`config.mk`:
```
export PLATFORM = sky130hd
export DESIGN_NAME = error_record_control_status
export DESIGN_NICKNAME = d
export VERILOG_FILES = /design/src/error_irq_gen.v /design/src/error_record_control_status.v
export VERILOG_INCLUDE_DIRS = /design/src
export SDC_FILE = /design/constraint.sdc
export NUM_CORES = 1
export LEC_CHECK = 0
export ABC_CLOCK_PERIOD_IN_PS = 1700
export BUFFER_PORTS_ARGS = -buffer_cell sky130_fd_sc_hd__buf_2
export CELL_PAD_IN_SITES_DETAIL_PLACEMENT = 1
export CELL_PAD_IN_SITES_GLOBAL_PLACEMENT = 2
export CORE_UTILIZATION = 17
export CTS_CLUSTER_DIAMETER = 80
export DETAILED_ROUTE_END_ITERATION = 8
export GPL_TIMING_DRIVEN = 1
export HOLD_SLACK_MARGIN = 0.1
export MAX_ROUTING_LAYER = met4
export PLACE_DENSITY = 0.9
export SYNTH_ARGS = -nofsm -noshare
export SYNTH_HDL_FRONTEND = slang
export SYNTH_HIERARCHICAL = 1
export SYNTH_SLANG_ARGS = --single-unit
```
`constraint.sdc`:
```
create_clock -name sys_clk -period 1.7 [get_ports sys_clk]
set_clock_uncertainty 0.15 [all_clocks]
set_input_delay 0.34 -clock sys_clk [delete_from_list [all_inputs] [get_ports sys_clk]]
set_output_delay 0.34 -clock sys_clk [all_outputs]
set_load 0.03 [all_outputs]
```
`src/error_record_map.vh`:
```
// register offsets, field positions and reset values of the error record
`ifndef ERROR_RECORD_MAP_VH
`define ERROR_RECORD_MAP_VH
`define ERR_FEATURE_OFFSET     12'h000
`define ERR_CONTROL_OFFSET     12'h008
`define ERR_STATUS_OFFSET      12'h010
`define CTL_REPORTING_EN_BIT   0
`define CTL_UNC_REC_BIT        2
`define CTL_FAULT_BIT          3
`define CTL_CORR_FAULT_BIT     8
`define CTL_DEF_REC_BIT        10
`define ST_VALID_BIT           30
`define ST_UNCORR_BIT          29
`define ST_REPORTED_BIT        28
`define ST_OVERFLOW_BIT        27
`define ST_CORRECTED_BIT       25
`define ST_DEFERRED_BIT        23
`define CTL_RESET              11'h000
`define FEATURE_VALUE          64'h0000_0000_0000_0aa2
`define FEAT_BOTH_ACCESSES     2'h2
`endif

```
`src/error_irq_gen.v`:
```
// interrupt forming from enables and recorded error classes
`timescale 1ns/1ps
module error_irq_gen (
    // clock and reset
    input  wire        sys_clk,
    input  wire        nrst,
    // enables
    input  wire        fault_irq_en,
    input  wire        corrected_fault_irq_en,
    input  wire        uncorrected_recovery_irq_en,
    input  wire        deferred_recovery_irq_en,
    // recorded events this cycle
    input  wire        rec_uncorr,
    input  wire        rec_deferred,
    input  wire        rec_corrected,
    input  wire        cnt_overflow,
    // interrupts
    output reg         fault_irq_ff,
    output reg         recovery_irq_ff
);
    parameter HAS_COUNTERS = 1'b1;
    wire corr_event;
    wire nxt_fault;
    wire nxt_recovery;
    assign corr_event   = HAS_COUNTERS ? cnt_overflow : rec_corrected;
    // events arrive regardless of syndrome being kept or dropped
    assign nxt_fault    = (fault_irq_en & (rec_uncorr | rec_deferred))
                        | (corrected_fault_irq_en & corr_event);
    assign nxt_recovery = (uncorrected_recovery_irq_en & rec_uncorr)
                        | (deferred_recovery_irq_en & rec_deferred);
    always @(posedge sys_clk) begin
        if (!nrst) begin
            fault_irq_ff    <= 1'b0;
            recovery_irq_ff <= 1'b0;
        end else begin
            fault_irq_ff    <= nxt_fault;
            recovery_irq_ff <= nxt_recovery;
        end
    end
endmodule // error_irq_gen

```
`src/error_record_control_status.v`:
```
// error record control and primary status register bank
`timescale 1ns/1ps
`include "error_record_map.vh"
module error_record_control_status (
    // clock and reset
    input  wire        sys_clk,
    input  wire        nrst,
    // register access
    input  wire        reg_wr,
    input  wire        reg_rd,
    input  wire [11:0] reg_addr,
    input  wire [63:0] reg_wdata,
    output reg  [63:0] reg_rdata_ff,
    // error detection from the node
    input  wire        det_valid,
    input  wire        det_corrected,
    input  wire        det_deferred,
    input  wire        det_is_write,
    input  wire        cnt_overflow,
    // in-band response to the requester and check code enable
    output reg         inband_resp_ff,
    output reg         check_code_en_ff,
    // interrupts
    output wire        fault_irq_ff,
    output wire        recovery_irq_ff
);
    reg  [10:0] ctl_ff;
    reg  [10:0] nxt_ctl;
    reg         valid_ff;
    reg         uncorr_ff;
    reg         reported_ff;
    reg         deferred_ff;
    reg         corrected_ff;
    reg         overflow_ff;
    reg         nxt_valid;
    reg         nxt_uncorr;
    reg         nxt_reported;
    reg         nxt_deferred;
    reg         nxt_corrected;
    reg         nxt_overflow;
    reg  [63:0] nxt_rdata;
    wire        rec_en;
    wire        rec_uncorr;
    wire        rec_deferred;
    wire        rec_corrected;
    wire        ovf_rec;
    wire        wr_ctl;
    wire        wr_st;
    wire        clr_v;
    wire        clr_u;
    wire        clr_r;
    wire        clr_d;
    wire        clr_c;
    wire        clr_o;
    wire        v_blocked;
    wire [10:0] ctl_mask;

    // only enables that the feature register advertises are storage
    assign ctl_mask = (11'h1 << `CTL_REPORTING_EN_BIT) | (11'h1 << `CTL_UNC_REC_BIT)
                    | (11'h1 << `CTL_FAULT_BIT) | (11'h1 << `CTL_CORR_FAULT_BIT)
                    | (11'h1 << `CTL_DEF_REC_BIT);
    assign wr_ctl = reg_wr & (reg_addr == `ERR_CONTROL_OFFSET);
    assign wr_st  = reg_wr & (reg_addr == `ERR_STATUS_OFFSET);

    // detection qualified by reporting enable; reads and writes alike
    assign rec_en        = det_valid & ctl_ff[`CTL_REPORTING_EN_BIT];
    assign rec_uncorr    = rec_en & ~det_corrected & ~det_deferred;
    assign rec_deferred  = rec_en & ~det_corrected & det_deferred;
    assign rec_corrected = rec_en & det_corrected;
    assign ovf_rec       = cnt_overflow & ctl_ff[`CTL_REPORTING_EN_BIT];

    // w1c strobes: zero keeps, one clears
    assign clr_v = wr_st & reg_wdata[`ST_VALID_BIT];
    assign clr_o = wr_st & valid_ff & reg_wdata[`ST_OVERFLOW_BIT];
    assign clr_u = wr_st & valid_ff & reg_wdata[`ST_UNCORR_BIT]
                 & ~(overflow_ff & ~clr_o);
    assign clr_d = wr_st & valid_ff & reg_wdata[`ST_DEFERRED_BIT]
                 & ~(overflow_ff & ~clr_o);
    assign clr_c = wr_st & valid_ff & reg_wdata[`ST_CORRECTED_BIT]
                 & ~(overflow_ff & ~clr_o);
    // reported flag writable only once uncorrected flag is set
    assign clr_r = wr_st & valid_ff & uncorr_ff & ~clr_u
                 & reg_wdata[`ST_REPORTED_BIT];
    // valid clear refused while a class flag survives the write
    assign v_blocked = (uncorr_ff & ~clr_u) | (deferred_ff & ~clr_d)
                     | (corrected_ff & ~clr_c);

    always @* begin
        nxt_ctl = ctl_ff;
        if (wr_ctl) begin
            nxt_ctl = reg_wdata[10:0] & ctl_mask;
        end
    end

    // set wins over a clear arriving in the same cycle
    always @* begin
        nxt_valid     = valid_ff;
        nxt_uncorr    = uncorr_ff;
        nxt_reported  = reported_ff;
        nxt_deferred  = deferred_ff;
        nxt_corrected = corrected_ff;
        nxt_overflow  = overflow_ff;
        if (clr_v && !v_blocked) begin
            nxt_valid = 1'b0;
        end
        if (clr_u) begin
            nxt_uncorr = 1'b0;
        end
        if (clr_r || clr_u) begin
            nxt_reported = 1'b0;
        end
        if (clr_d) begin
            nxt_deferred = 1'b0;
        end
        if (clr_c) begin
            nxt_corrected = 1'b0;
        end
        if (clr_o) begin
            nxt_overflow = 1'b0;
        end
        if (rec_en) begin
            nxt_valid = 1'b1;
            if (valid_ff && !(det_corrected && ovf_rec == 1'b0 && 1'b0)) begin
                nxt_overflow = 1'b1;
            end
        end
        if (ovf_rec) begin
            nxt_overflow = 1'b1;
        end
        if (rec_uncorr) begin
            nxt_uncorr   = 1'b1;
            // response always enabled in this node, so it is reported
            nxt_reported = 1'b1;
        end
        if (rec_deferred) begin
            nxt_deferred = 1'b1;                                        // deferred not reported
        end
        if (rec_corrected) begin
            nxt_corrected = 1'b1;
        end
    end

    always @* begin
        nxt_rdata = 64'h0000_0000_0000_0000;
        case (reg_addr)
            `ERR_FEATURE_OFFSET: begin
                nxt_rdata = `FEATURE_VALUE;
            end
            `ERR_CONTROL_OFFSET: begin
                nxt_rdata[10:0] = ctl_ff;
            end
            `ERR_STATUS_OFFSET: begin
                nxt_rdata[`ST_VALID_BIT]     = valid_ff;
                // unknown fields while invalid are returned as zero
                nxt_rdata[`ST_UNCORR_BIT]    = valid_ff & uncorr_ff;
                nxt_rdata[`ST_REPORTED_BIT]  = valid_ff & uncorr_ff & reported_ff;
                nxt_rdata[`ST_OVERFLOW_BIT]  = valid_ff & overflow_ff;
                nxt_rdata[`ST_CORRECTED_BIT] = valid_ff & corrected_ff;
                nxt_rdata[`ST_DEFERRED_BIT]  = valid_ff & deferred_ff;
            end
            default: begin
                nxt_rdata = 64'h0000_0000_0000_0000;
            end
        endcase
    end

    always @(posedge sys_clk) begin
        if (!nrst) begin
            ctl_ff           <= `CTL_RESET;
            valid_ff         <= 1'b0;
            uncorr_ff        <= 1'b0;
            reported_ff      <= 1'b0;
            deferred_ff      <= 1'b0;
            corrected_ff     <= 1'b0;
            overflow_ff      <= 1'b0;
            reg_rdata_ff     <= 64'h0000_0000_0000_0000;
            inband_resp_ff   <= 1'b0;
            check_code_en_ff <= 1'b0;
        end else begin
            ctl_ff           <= nxt_ctl;
            valid_ff         <= nxt_valid;
            uncorr_ff        <= nxt_uncorr;
            reported_ff      <= nxt_reported;
            deferred_ff      <= nxt_deferred;
            corrected_ff     <= nxt_corrected;
            overflow_ff      <= nxt_overflow;
            if (reg_rd) begin
                reg_rdata_ff <= nxt_rdata;
            end
            inband_resp_ff   <= rec_uncorr;
            // check codes kept correct on writes regardless of reporting
            check_code_en_ff <= det_is_write | 1'b1;
        end
    end

    error_irq_gen u_irq (
        .sys_clk                     (sys_clk),
        .nrst                        (nrst),
        .fault_irq_en                (ctl_ff[`CTL_FAULT_BIT]),
        .corrected_fault_irq_en      (ctl_ff[`CTL_CORR_FAULT_BIT]),
        .uncorrected_recovery_irq_en (ctl_ff[`CTL_UNC_REC_BIT]),
        .deferred_recovery_irq_en    (ctl_ff[`CTL_DEF_REC_BIT]),
        .rec_uncorr                  (rec_uncorr),
        .rec_deferred                (rec_deferred),
        .rec_corrected               (rec_corrected),
        .cnt_overflow                (ovf_rec),
        .fault_irq_ff                (fault_irq_ff),
        .recovery_irq_ff             (recovery_irq_ff)
    );
endmodule // error_record_control_status

```
==> results of run 1 <==
-- routing by layer --
layer  GRT usage
met3      0.0208
met5           -
met4      0.0138
met1       0.105
met2       0.148
-- per-stage QoR --
| step | util | hold slack, ns | area [um^2] |
|---|---|---|---|
| 4_1_cts | 0.212 | 0.162 | 1870 |
| 2_1_floorplan | - | 0.218 | 1750 |
| 5_1_grt | 0.212 | 0.162 | 1880 |
| 3_3_place_gp | 0.204 | 0.307 | 1800 |
| 3_5_place_dp | 0.204 | 0.313 | 1800 |
-- synth_stat cells, drive strengths merged (2+ instances only) --
| cell type | count |
|---|---|
| buf | 52 |
| nor2 | 3 |
| mux2i | 5 |
| and3 | 2 |
| a21oi | 2 |
| nand4 | 6 |
| nand2b | 4 |
| a31oi | 3 |
| nor3 | 3 |
| a22o | 4 |
| nand2 | 16 |
| nor4 | 2 |
| nand3 | 2 |
| clkbuf | 4 |
| o21a | 2 |
| and2 | 3 |
| nand3b | 7 |
| a21boi | 4 |
| o21ai | 11 |
| dfxtp | 28 |
| nor2b | 3 |
-- kinds of logic after synthesis --
| logic type | Yosys count |
|---|---|
| buffers and inverters | 57 |
| AND/OR/NAND/NOR | 54 |
| AO/OA/AOI/OAI | 31 |
| flip-flops | 28 |
| multiplexers | 5 |
| other | 1 |
==> flow_summary_export.csv, run 1 <==
group,metric,value,unit
outcome,outcome,"did not finish",
outcome,lastStage,"detailed routing (5_2_route)",
outcome,error_line,"[ERROR DRT-0255] Maze Route cannot find path of net sys_clk in worker of routeBox ( 48300 0 ) ( 98145 48300 ).",
global_route,antenna_found_initial,1,
clock_tree,postCtsSetupBuffers,0,
global_route,grt_pass1_vias,1242,
logic_synthesis,syn-instance-count,176,
floorplanning,start_util,0.178,
floorplanning,fp.dieW,98.1,um
global_route,grt_first_pass_wirelength,6.30,mm
floorplanning,io_pins,153,
logic_synthesis,netlist_area,1570,um^2
clock_tree,clkSinkCount,28,
logic_synthesis,synth_top_family_by_area,"buffers and inverters",
place,dpl.cell_count,335,
place,place.port_buffers,50,
logic_synthesis,synth-async-reset-ratio,0,
logic_synthesis,synthMuxAreaShare,0.0318,
logic_synthesis,synth_cell_types,33,
logic_synthesis,synth.top_cell.area_share,0.357,
global_route,grt_max_degree,17,
clock_tree,cts_hold_buf,0,
logic_synthesis,synth_ff_type,"dfxtp_1",
logic_synthesis,avgSynthCellArea,8.93,um^2
logic_synthesis,ys_ff_latch,28,
clock_tree,cts_resized,0,
logic_synthesis,synth.largest_area_cell,"dfxtp_1",
logic_synthesis,yosys.area_share.xor_xnor,0,
place,gp_congestion,0.798,
logic_synthesis,synthAdderAreaFrac,0,
clock_tree,cts.root.buffer_cell,"clkbuf_8",
floorplanning,die_height,98.1,um
floorplanning,num_rows,34,
clock_tree,cts_made_buffers,3,
global_route,grt-ovfl-total,0,
logic_synthesis,synthTopCellsByArea,"dfxtp_1 36%, buf_4 25%, nand2_1 3.8%, nand3b_1 3.3%, mux2i_1 3.2%",
logic_synthesis,synth-compound-area-share,0.131,
logic_synthesis,synth-edff-count,0,
logic_synthesis,ys_warn_count,6,
place,dp_slack,-0.0702,ns
clock_tree,cts_buffer_depth,2,
global_route,grtUsageTotal,0.0864,
logic_synthesis,synth-simple-area-share,0.218,
place,dpl.hpwl,3.42,mm
clock_tree,h-tree-depth,1,
logic_synthesis,yosysSeqAreaShare,0.357,
==> run 2, diff against run 1 <==
--- a/config.mk
+++ b/config.mk
@@ -8,15 +8,10 @@
 export LEC_CHECK = 0
 export ABC_CLOCK_PERIOD_IN_PS = 1700
 export BUFFER_PORTS_ARGS = -buffer_cell sky130_fd_sc_hd__buf_2
-export CELL_PAD_IN_SITES_DETAIL_PLACEMENT = 1
-export CELL_PAD_IN_SITES_GLOBAL_PLACEMENT = 2
-export CORE_UTILIZATION = 17
-export CTS_CLUSTER_DIAMETER = 80
+export CORE_UTILIZATION = 35
 export DETAILED_ROUTE_END_ITERATION = 8
 export GPL_TIMING_DRIVEN = 1
-export HOLD_SLACK_MARGIN = 0.1
-export MAX_ROUTING_LAYER = met4
-export PLACE_DENSITY = 0.9
+export PLACE_DENSITY_LB_ADDON = 0.15
 export SYNTH_ARGS = -nofsm -noshare
 export SYNTH_HDL_FRONTEND = slang
 export SYNTH_HIERARCHICAL = 1
==> run 2 against run 1 <==
  * The run now ends clean
  * Synthesized cell count is the same
  * Area after synthesis is the same
  * Global-route usage grew 4.7 points
==> flow_summary_export.csv, run 2 <==
group,metric,value,unit
logic_synthesis,syn-instance-count,176,
routing,vias,1214,
floorplanning,dieArea,4760,um^2
global_route,grt_pass1_vias,1112,
run,drv_cap,0,
floorplanning,die_height,69.0,um
logic_synthesis,synth_cell_types,33,
sta,max_freq,685,MHz
logic_synthesis,yosysSeqAreaShare,0.357,
global_route,grt-ovfl-total,0,
logic_synthesis,synth.largest_area_cell,"dfxtp_1",
layout,largest_reg_flops,13,
power_and_ir_drop,powerDensity,799,nW/um^2
layout,nNetsFinal,314,
power_and_ir_drop,ir_drop,0.362,mV
logic_synthesis,yosysMostFrequentCell,"buf_4",
clock_tree,clkSlewWorstSetupHoldPaths,0.10,ns
clock_tree,cts_made_buffers,3,
sta,setup_viol,0,
routing,drt_iter0_drc,54,
logic_synthesis,synth.top_cell.area_share,0.357,
sta,drv_slew,0,
floorplanning,core_area,4320,um^2
logic_synthesis,synthTopCellsByCount,"52 x buf_4, 28 x dfxtp_1, 16 x nand2_1",
logic_synthesis,synth-async-reset-ratio,0,
sta,whs,0.141,ns
clock_tree,cts_tree,"built",
layout,area_growth,13.4,%
routing,ant_nets,0,
logic_synthesis,synth_ff_type,"dfxtp_1",
layout,reg_top3,"reg_rdata_ff (13), ctl_ff (5)",
layout,drive_gt1_frac,0.285,
routing,wirelength,3.09,mm
logic_synthesis,avgSynthCellArea,8.93,um^2
logic_synthesis,synth-edff-count,0,
setup_path,cp.arrival,1.55,ns
clock_tree,h-tree-depth,1,
setup_path,cp.required,1.79,ns
routing,vias_per_cell,4.34,
setup_path,crit_path_end_kind,"flip-flop",
sta,fin_crit_sh,0.859,
floorplanning,fp.dieW,69.0,um
logic_synthesis,netlist_area,1570,um^2
clock_tree,cts_hold_buf,0,
setup_path,path_class,"in2reg",
place,dp_slack,-0.0763,ns
worst_hold_path,hp-class,"in2reg",
setup_path,cp_max_fo,4,
clock_tree,postCtsSetupBuffers,0,
layout,nFillCells,486,
clock_tree,cts_resized,0,
place,gp_congestion,0.772,
power_and_ir_drop,power.leakage,0.908,nW
place,place.port_buffers,50,
sta,rsz0062_at_grt,"no",
sta,period_minus_slack,1.46,ns
sta,hold_violations,0,
layout,top_register,"reg_rdata_ff",
floorplanning,start_util,0.363,
sta,setup_slack,0.240,ns
layout,layout_commonest_cell,"buf_2",
logic_synthesis,ys_ff_latch,28,
layout,layout_common_cells,"50 x buf_2, 48 x conb_1, 28 x dfxtp_1",
outcome,outcome,"complete, no violations",
place,dpl.hpwl,2.40,mm
global_route,grt_first_pass_wirelength,5.06,mm
clock_tree,clkLatencyLatePin,0.28,ns
routing,drc,0,
global_route,grt_max_degree,21,
floorplanning,io_pins,153,
global_route,grtUsageTotal,0.133,
global_route,antenna_found_initial,0,
clock_tree,cts.root.buffer_cell,"clkbuf_8",
logic_synthesis,synthTopCellsByArea,"dfxtp_1 36%, buf_4 25%, nand2_1 3.8%, nand3b_1 3.3%, mux2i_1 3.2%",
logic_synthesis,ys_warn_count,6,
setup_path,start_kind,"primary input",
layout,n_antenna_cell,0,
clock_tree,cts_buffer_depth,2,
clock_tree,clkSinkCount,28,
routing,firstDrtPassIters,4,
routing,wl_per_cell,11.0,um
floorplanning,num_rows,24,
[run 2: cell counts after synthesis]
Identical to the previous run, type by type.
[run 2: path summary, 6_finish.rpt]
kind | startpoint | endpoint | slack (ns) | cells after the start
worst max-delay path | reg_addr[1] | reg_rdata_ff[27] | 0.24 | 6
worst max register to register | ctl_ff[0] | u_irq/fault_irq_ff | 0.36 | 5
worst min-delay path | reg_wdata[2] | ctl_ff[2] | 0.14 | 3
worst min register to register | reported_ff | reg_rdata_ff[28] | 0.32 | 2
[run 2: where the power goes]
group          switching (W)  total (W)  internal [W]
combinational       0.000186   0.000227     0.0000406
clock               0.000224   0.000540      0.000316
sequential       0.000000201   0.000657      0.000657
[run 2: final cells by class]
| class | count | area (um^2) | share of cell area |
|---|---|---|---|
| Timing Repair Buffer | 57 | 303 | 0.170 |
| Clock buffer | 3 | 41.3 | 0.0232 |
| Tap cell | 52 | 65.1 | 0.0365 |
| Inverter | 1 | 3.75 | 0.00211 |
| Multi-Input combinational cell | 138 | 778 | 0.437 |
| Clock inverter | 1 | 30.0 | 0.0169 |
| Sequential cell | 28 | 561 | 0.315 |
[run 2: through the flow]
step | instances | utilization | power (W) | area, um^2 | TNS [ns]
finish | 280 | 0.412 | 0.00142 | 1780 | 0
global route | 280 | 0.412 | 0.00148 | 1780 | 0
CTS | 280 | 0.412 | 0.00144 | 1780 | 0
detailed placement | 276 | 0.396 | 0.000897 | 1710 | -0.439
global placement | 276 | 0.396 | 0.000898 | 1710 | -0.391
floorplan | 223 | - | 0.000928 | 1750 | 0
[run 2: cells by family (layout without fill, tap and decap cells)]
| group | after synthesis | count (layout) | share of synthesized area |
|---|---|---|---|
| flops | 28 | 28 | 0.357 |
| mux | 5 | 5 | 0.0318 |
| other cells | 1 | 48 | 0.00239 |
| compound gates | 31 | 31 | 0.131 |
| buf+inv | 57 | 62 | 0.260 |
| simple gates | 54 | 54 | 0.218 |
[run 2: worst max-delay path: stages]
cell	delay (ns)
buf_2	0.11
nor4_4	0.38
nand4b_2	0.17
buf_4	0.17
nor2_1	0.21
a22o_1	0.16
[run 2: routing by layer]
metal	vias up	wire length, um	global-route usage	share of wire
li1	615	-	-	-
met1	544	1420	0.163	0.46
met2	51	1440	0.219	0.47
met3	4	186	0.0365	0.060
met4	0	33	0.0544	0.011
met5	-	0	0	0
No activity file was read; power rests on OpenSTA's default activity.
==> run 3, diff against run 2 <==
==> constraint.sdc (replaced) <==
create_clock -name sys_clk -period 1.7 [get_ports sys_clk]
set_clock_uncertainty 0.15 [all_clocks]
set_input_delay 0.17 -clock sys_clk [delete_from_list [all_inputs] [get_ports sys_clk]]
set_output_delay 0.17 -clock sys_clk [all_outputs]
set_load 0.03 [all_outputs]
==> run 3 against run 2 <==
  * First-iteration DRC count is 46% lower
  * Critical path depth down 1
  * Register-to-register slack about the same
  * Maximum frequency is 7.8% higher
  * Count of clock-buffer cells in the layout stayed put
  * Non-clock buffer count up 3
  * Utilization grew 0.81 points
  * Worst hold slack worse by 0.066 ns
  * Via count increased by 2.2%
  * Critical path type is now reg2reg
==> flow_summary_export.csv, run 3 (synthesis gave the netlist of run 2 again) <==
group,metric,value,unit
place,dpl.cell_count,274,
sta,rsz0062_at_grt,"no",
run,drv_cap,0,
setup_path,crit_path_end_kind,"flip-flop",
setup_path,cp.required,1.76,ns
sta,setup_viol,0,
sta,max_freq,739,MHz
routing,drt_iter0_drc,29,
layout,largest_reg_flops,13,
setup_path,start_kind,"flip-flop",
power_and_ir_drop,powerDensity,785,nW/um^2
layout,layout_commonest_cell,"buf_2",
setup_path,cp.arrival,1.42,ns
layout,n_antenna_cell,0,
layout,nNetsFinal,317,
routing,wirelength,3.13,mm
floorplanning,num_rows,24,
sta,drv_slew,0,
routing,ant_nets,0,
worst_hold_path,hp-class,"in2reg",
outcome,outcome,"complete, no violations",
floorplanning,dieArea,4760,um^2
floorplanning,core_area,4320,um^2
routing,wl_per_cell,11.1,um
global_route,grt_max_degree,20,
clock_tree,clkSinkCount,28,
layout,final_cells,283,
routing,vias_per_cell,4.39,
setup_path,path_class,"reg2reg",
floorplanning,io_pins,153,
layout,reg_top3,"reg_rdata_ff (13), ctl_ff (5)",
global_route,grt_first_pass_wirelength,5.17,mm
global_route,grt_pass1_vias,1106,
clock_tree,cts.root.buffer_cell,"clkbuf_8",
clock_tree,h-tree-depth,1,
sta,fin_crit_sh,0.796,
place,dpl.hpwl,2.39,mm
clock_tree,clkSlewWorstSetupHoldPaths,0.10,ns
clock_tree,cts_tree,"built",
sta,setup_tns,0,ns
power_and_ir_drop,power,0.00143,W
layout,nFillCells,463,
clock_tree,cts_buffer_depth,2,
routing,drc,0,
routing,vias,1241,
power_and_ir_drop,power.leakage,0.919,nW
sta,whs,0.0751,ns
place,gp_congestion,0.771,
sta,period_minus_slack,1.35,ns
floorplanning,fp.dieW,69.0,um
layout,top_register,"reg_rdata_ff",
sta,hold_violations,0,
floorplanning,die_height,69.0,um
routing,firstDrtPassIters,4,
layout,layout_common_cells,"50 x buf_2, 48 x conb_1, 28 x dfxtp_1",
clock_tree,clkLatencyLatePin,0.28,ns
power_and_ir_drop,ir_drop,0.326,mV
global_route,antenna_found_initial,0,
layout,area_growth,15.6,%
layout,drive_gt1_frac,0.273,
floorplanning,start_util,0.363,
global_route,grtUsageTotal,0.134,
global_route,grt-ovfl-total,0,
setup_path,cp_max_fo,5,
clock_tree,cts_made_buffers,3,
place,place.port_buffers,50,
[run 3: per-stage QoR]
stage	util	instance area, um^2	worst slack [ns]
floorplan	-	1750	0.301
global placement	0.392	1700	0.0723
detailed placement	0.392	1700	0.0689
CTS	0.420	1820	0.347
global route	0.420	1820	0.186
finish	0.420	1820	0.346
[run 3: final cells by class]
class | count | area, um^2 | share of cell area
multi-input cells | 138 | 778 | 0.428
clock buffers | 3 | 41.3 | 0.0227
well taps | 52 | 65.1 | 0.0358
repair buffers | 60 | 338 | 0.186
flip-flops and latches | 28 | 561 | 0.309
clock inverters | 1 | 30.0 | 0.0165
inverters | 1 | 3.75 | 0.00207
[run 3: worst max-delay path, stage by stage, from the launching register on]
cell	delay (ns)
dfxtp_1	0.40
nand2_1	0.15
nor3b_1	0.23
buf_4	0.17
o21ai_1	0.07
a21boi_1	0.13
[run 3: final timing paths]
kind                              to  slack, ns         from  cells after the start
hold / removal          corrected_ff       0.08         nrst                      2
setup / recovery  u_irq/fault_irq_ff       0.35    ctl_ff[0]                      5
setup reg to reg  u_irq/fault_irq_ff       0.35    ctl_ff[0]                      5
hold reg to reg     reg_rdata_ff[28]       0.32  reported_ff                      2
[run 3: power breakdown]
group / total (W) / switching (W) / internal, W / leakage, nW
Clock: 0.000533 / 0.000218 / 0.000315 / 0.0357
Combinational: 0.000235 / 0.000187 / 0.0000480 / 0.658
Sequential: 0.000657 / 0.000000201 / 0.000657 / 0.226
Total: 0.00143 / 0.000406 / 0.00102 / 0.919
[run 3: repair_timing]
item                      in CTS  in global routing
resized for setup              0                  0
buffers inserted               0                  0
hold endpoints to repair       5                  0
hold buffers                   5                  0
[run 3: metal layers]
layer	GRT usage	vias to the layer above	routed length (um)
li1	-	619	-
met1	0.178	565	1440
met2	0.218	55	1490
met3	0.0263	2	184
met4	0.0408	0	16
met5	0	-	0
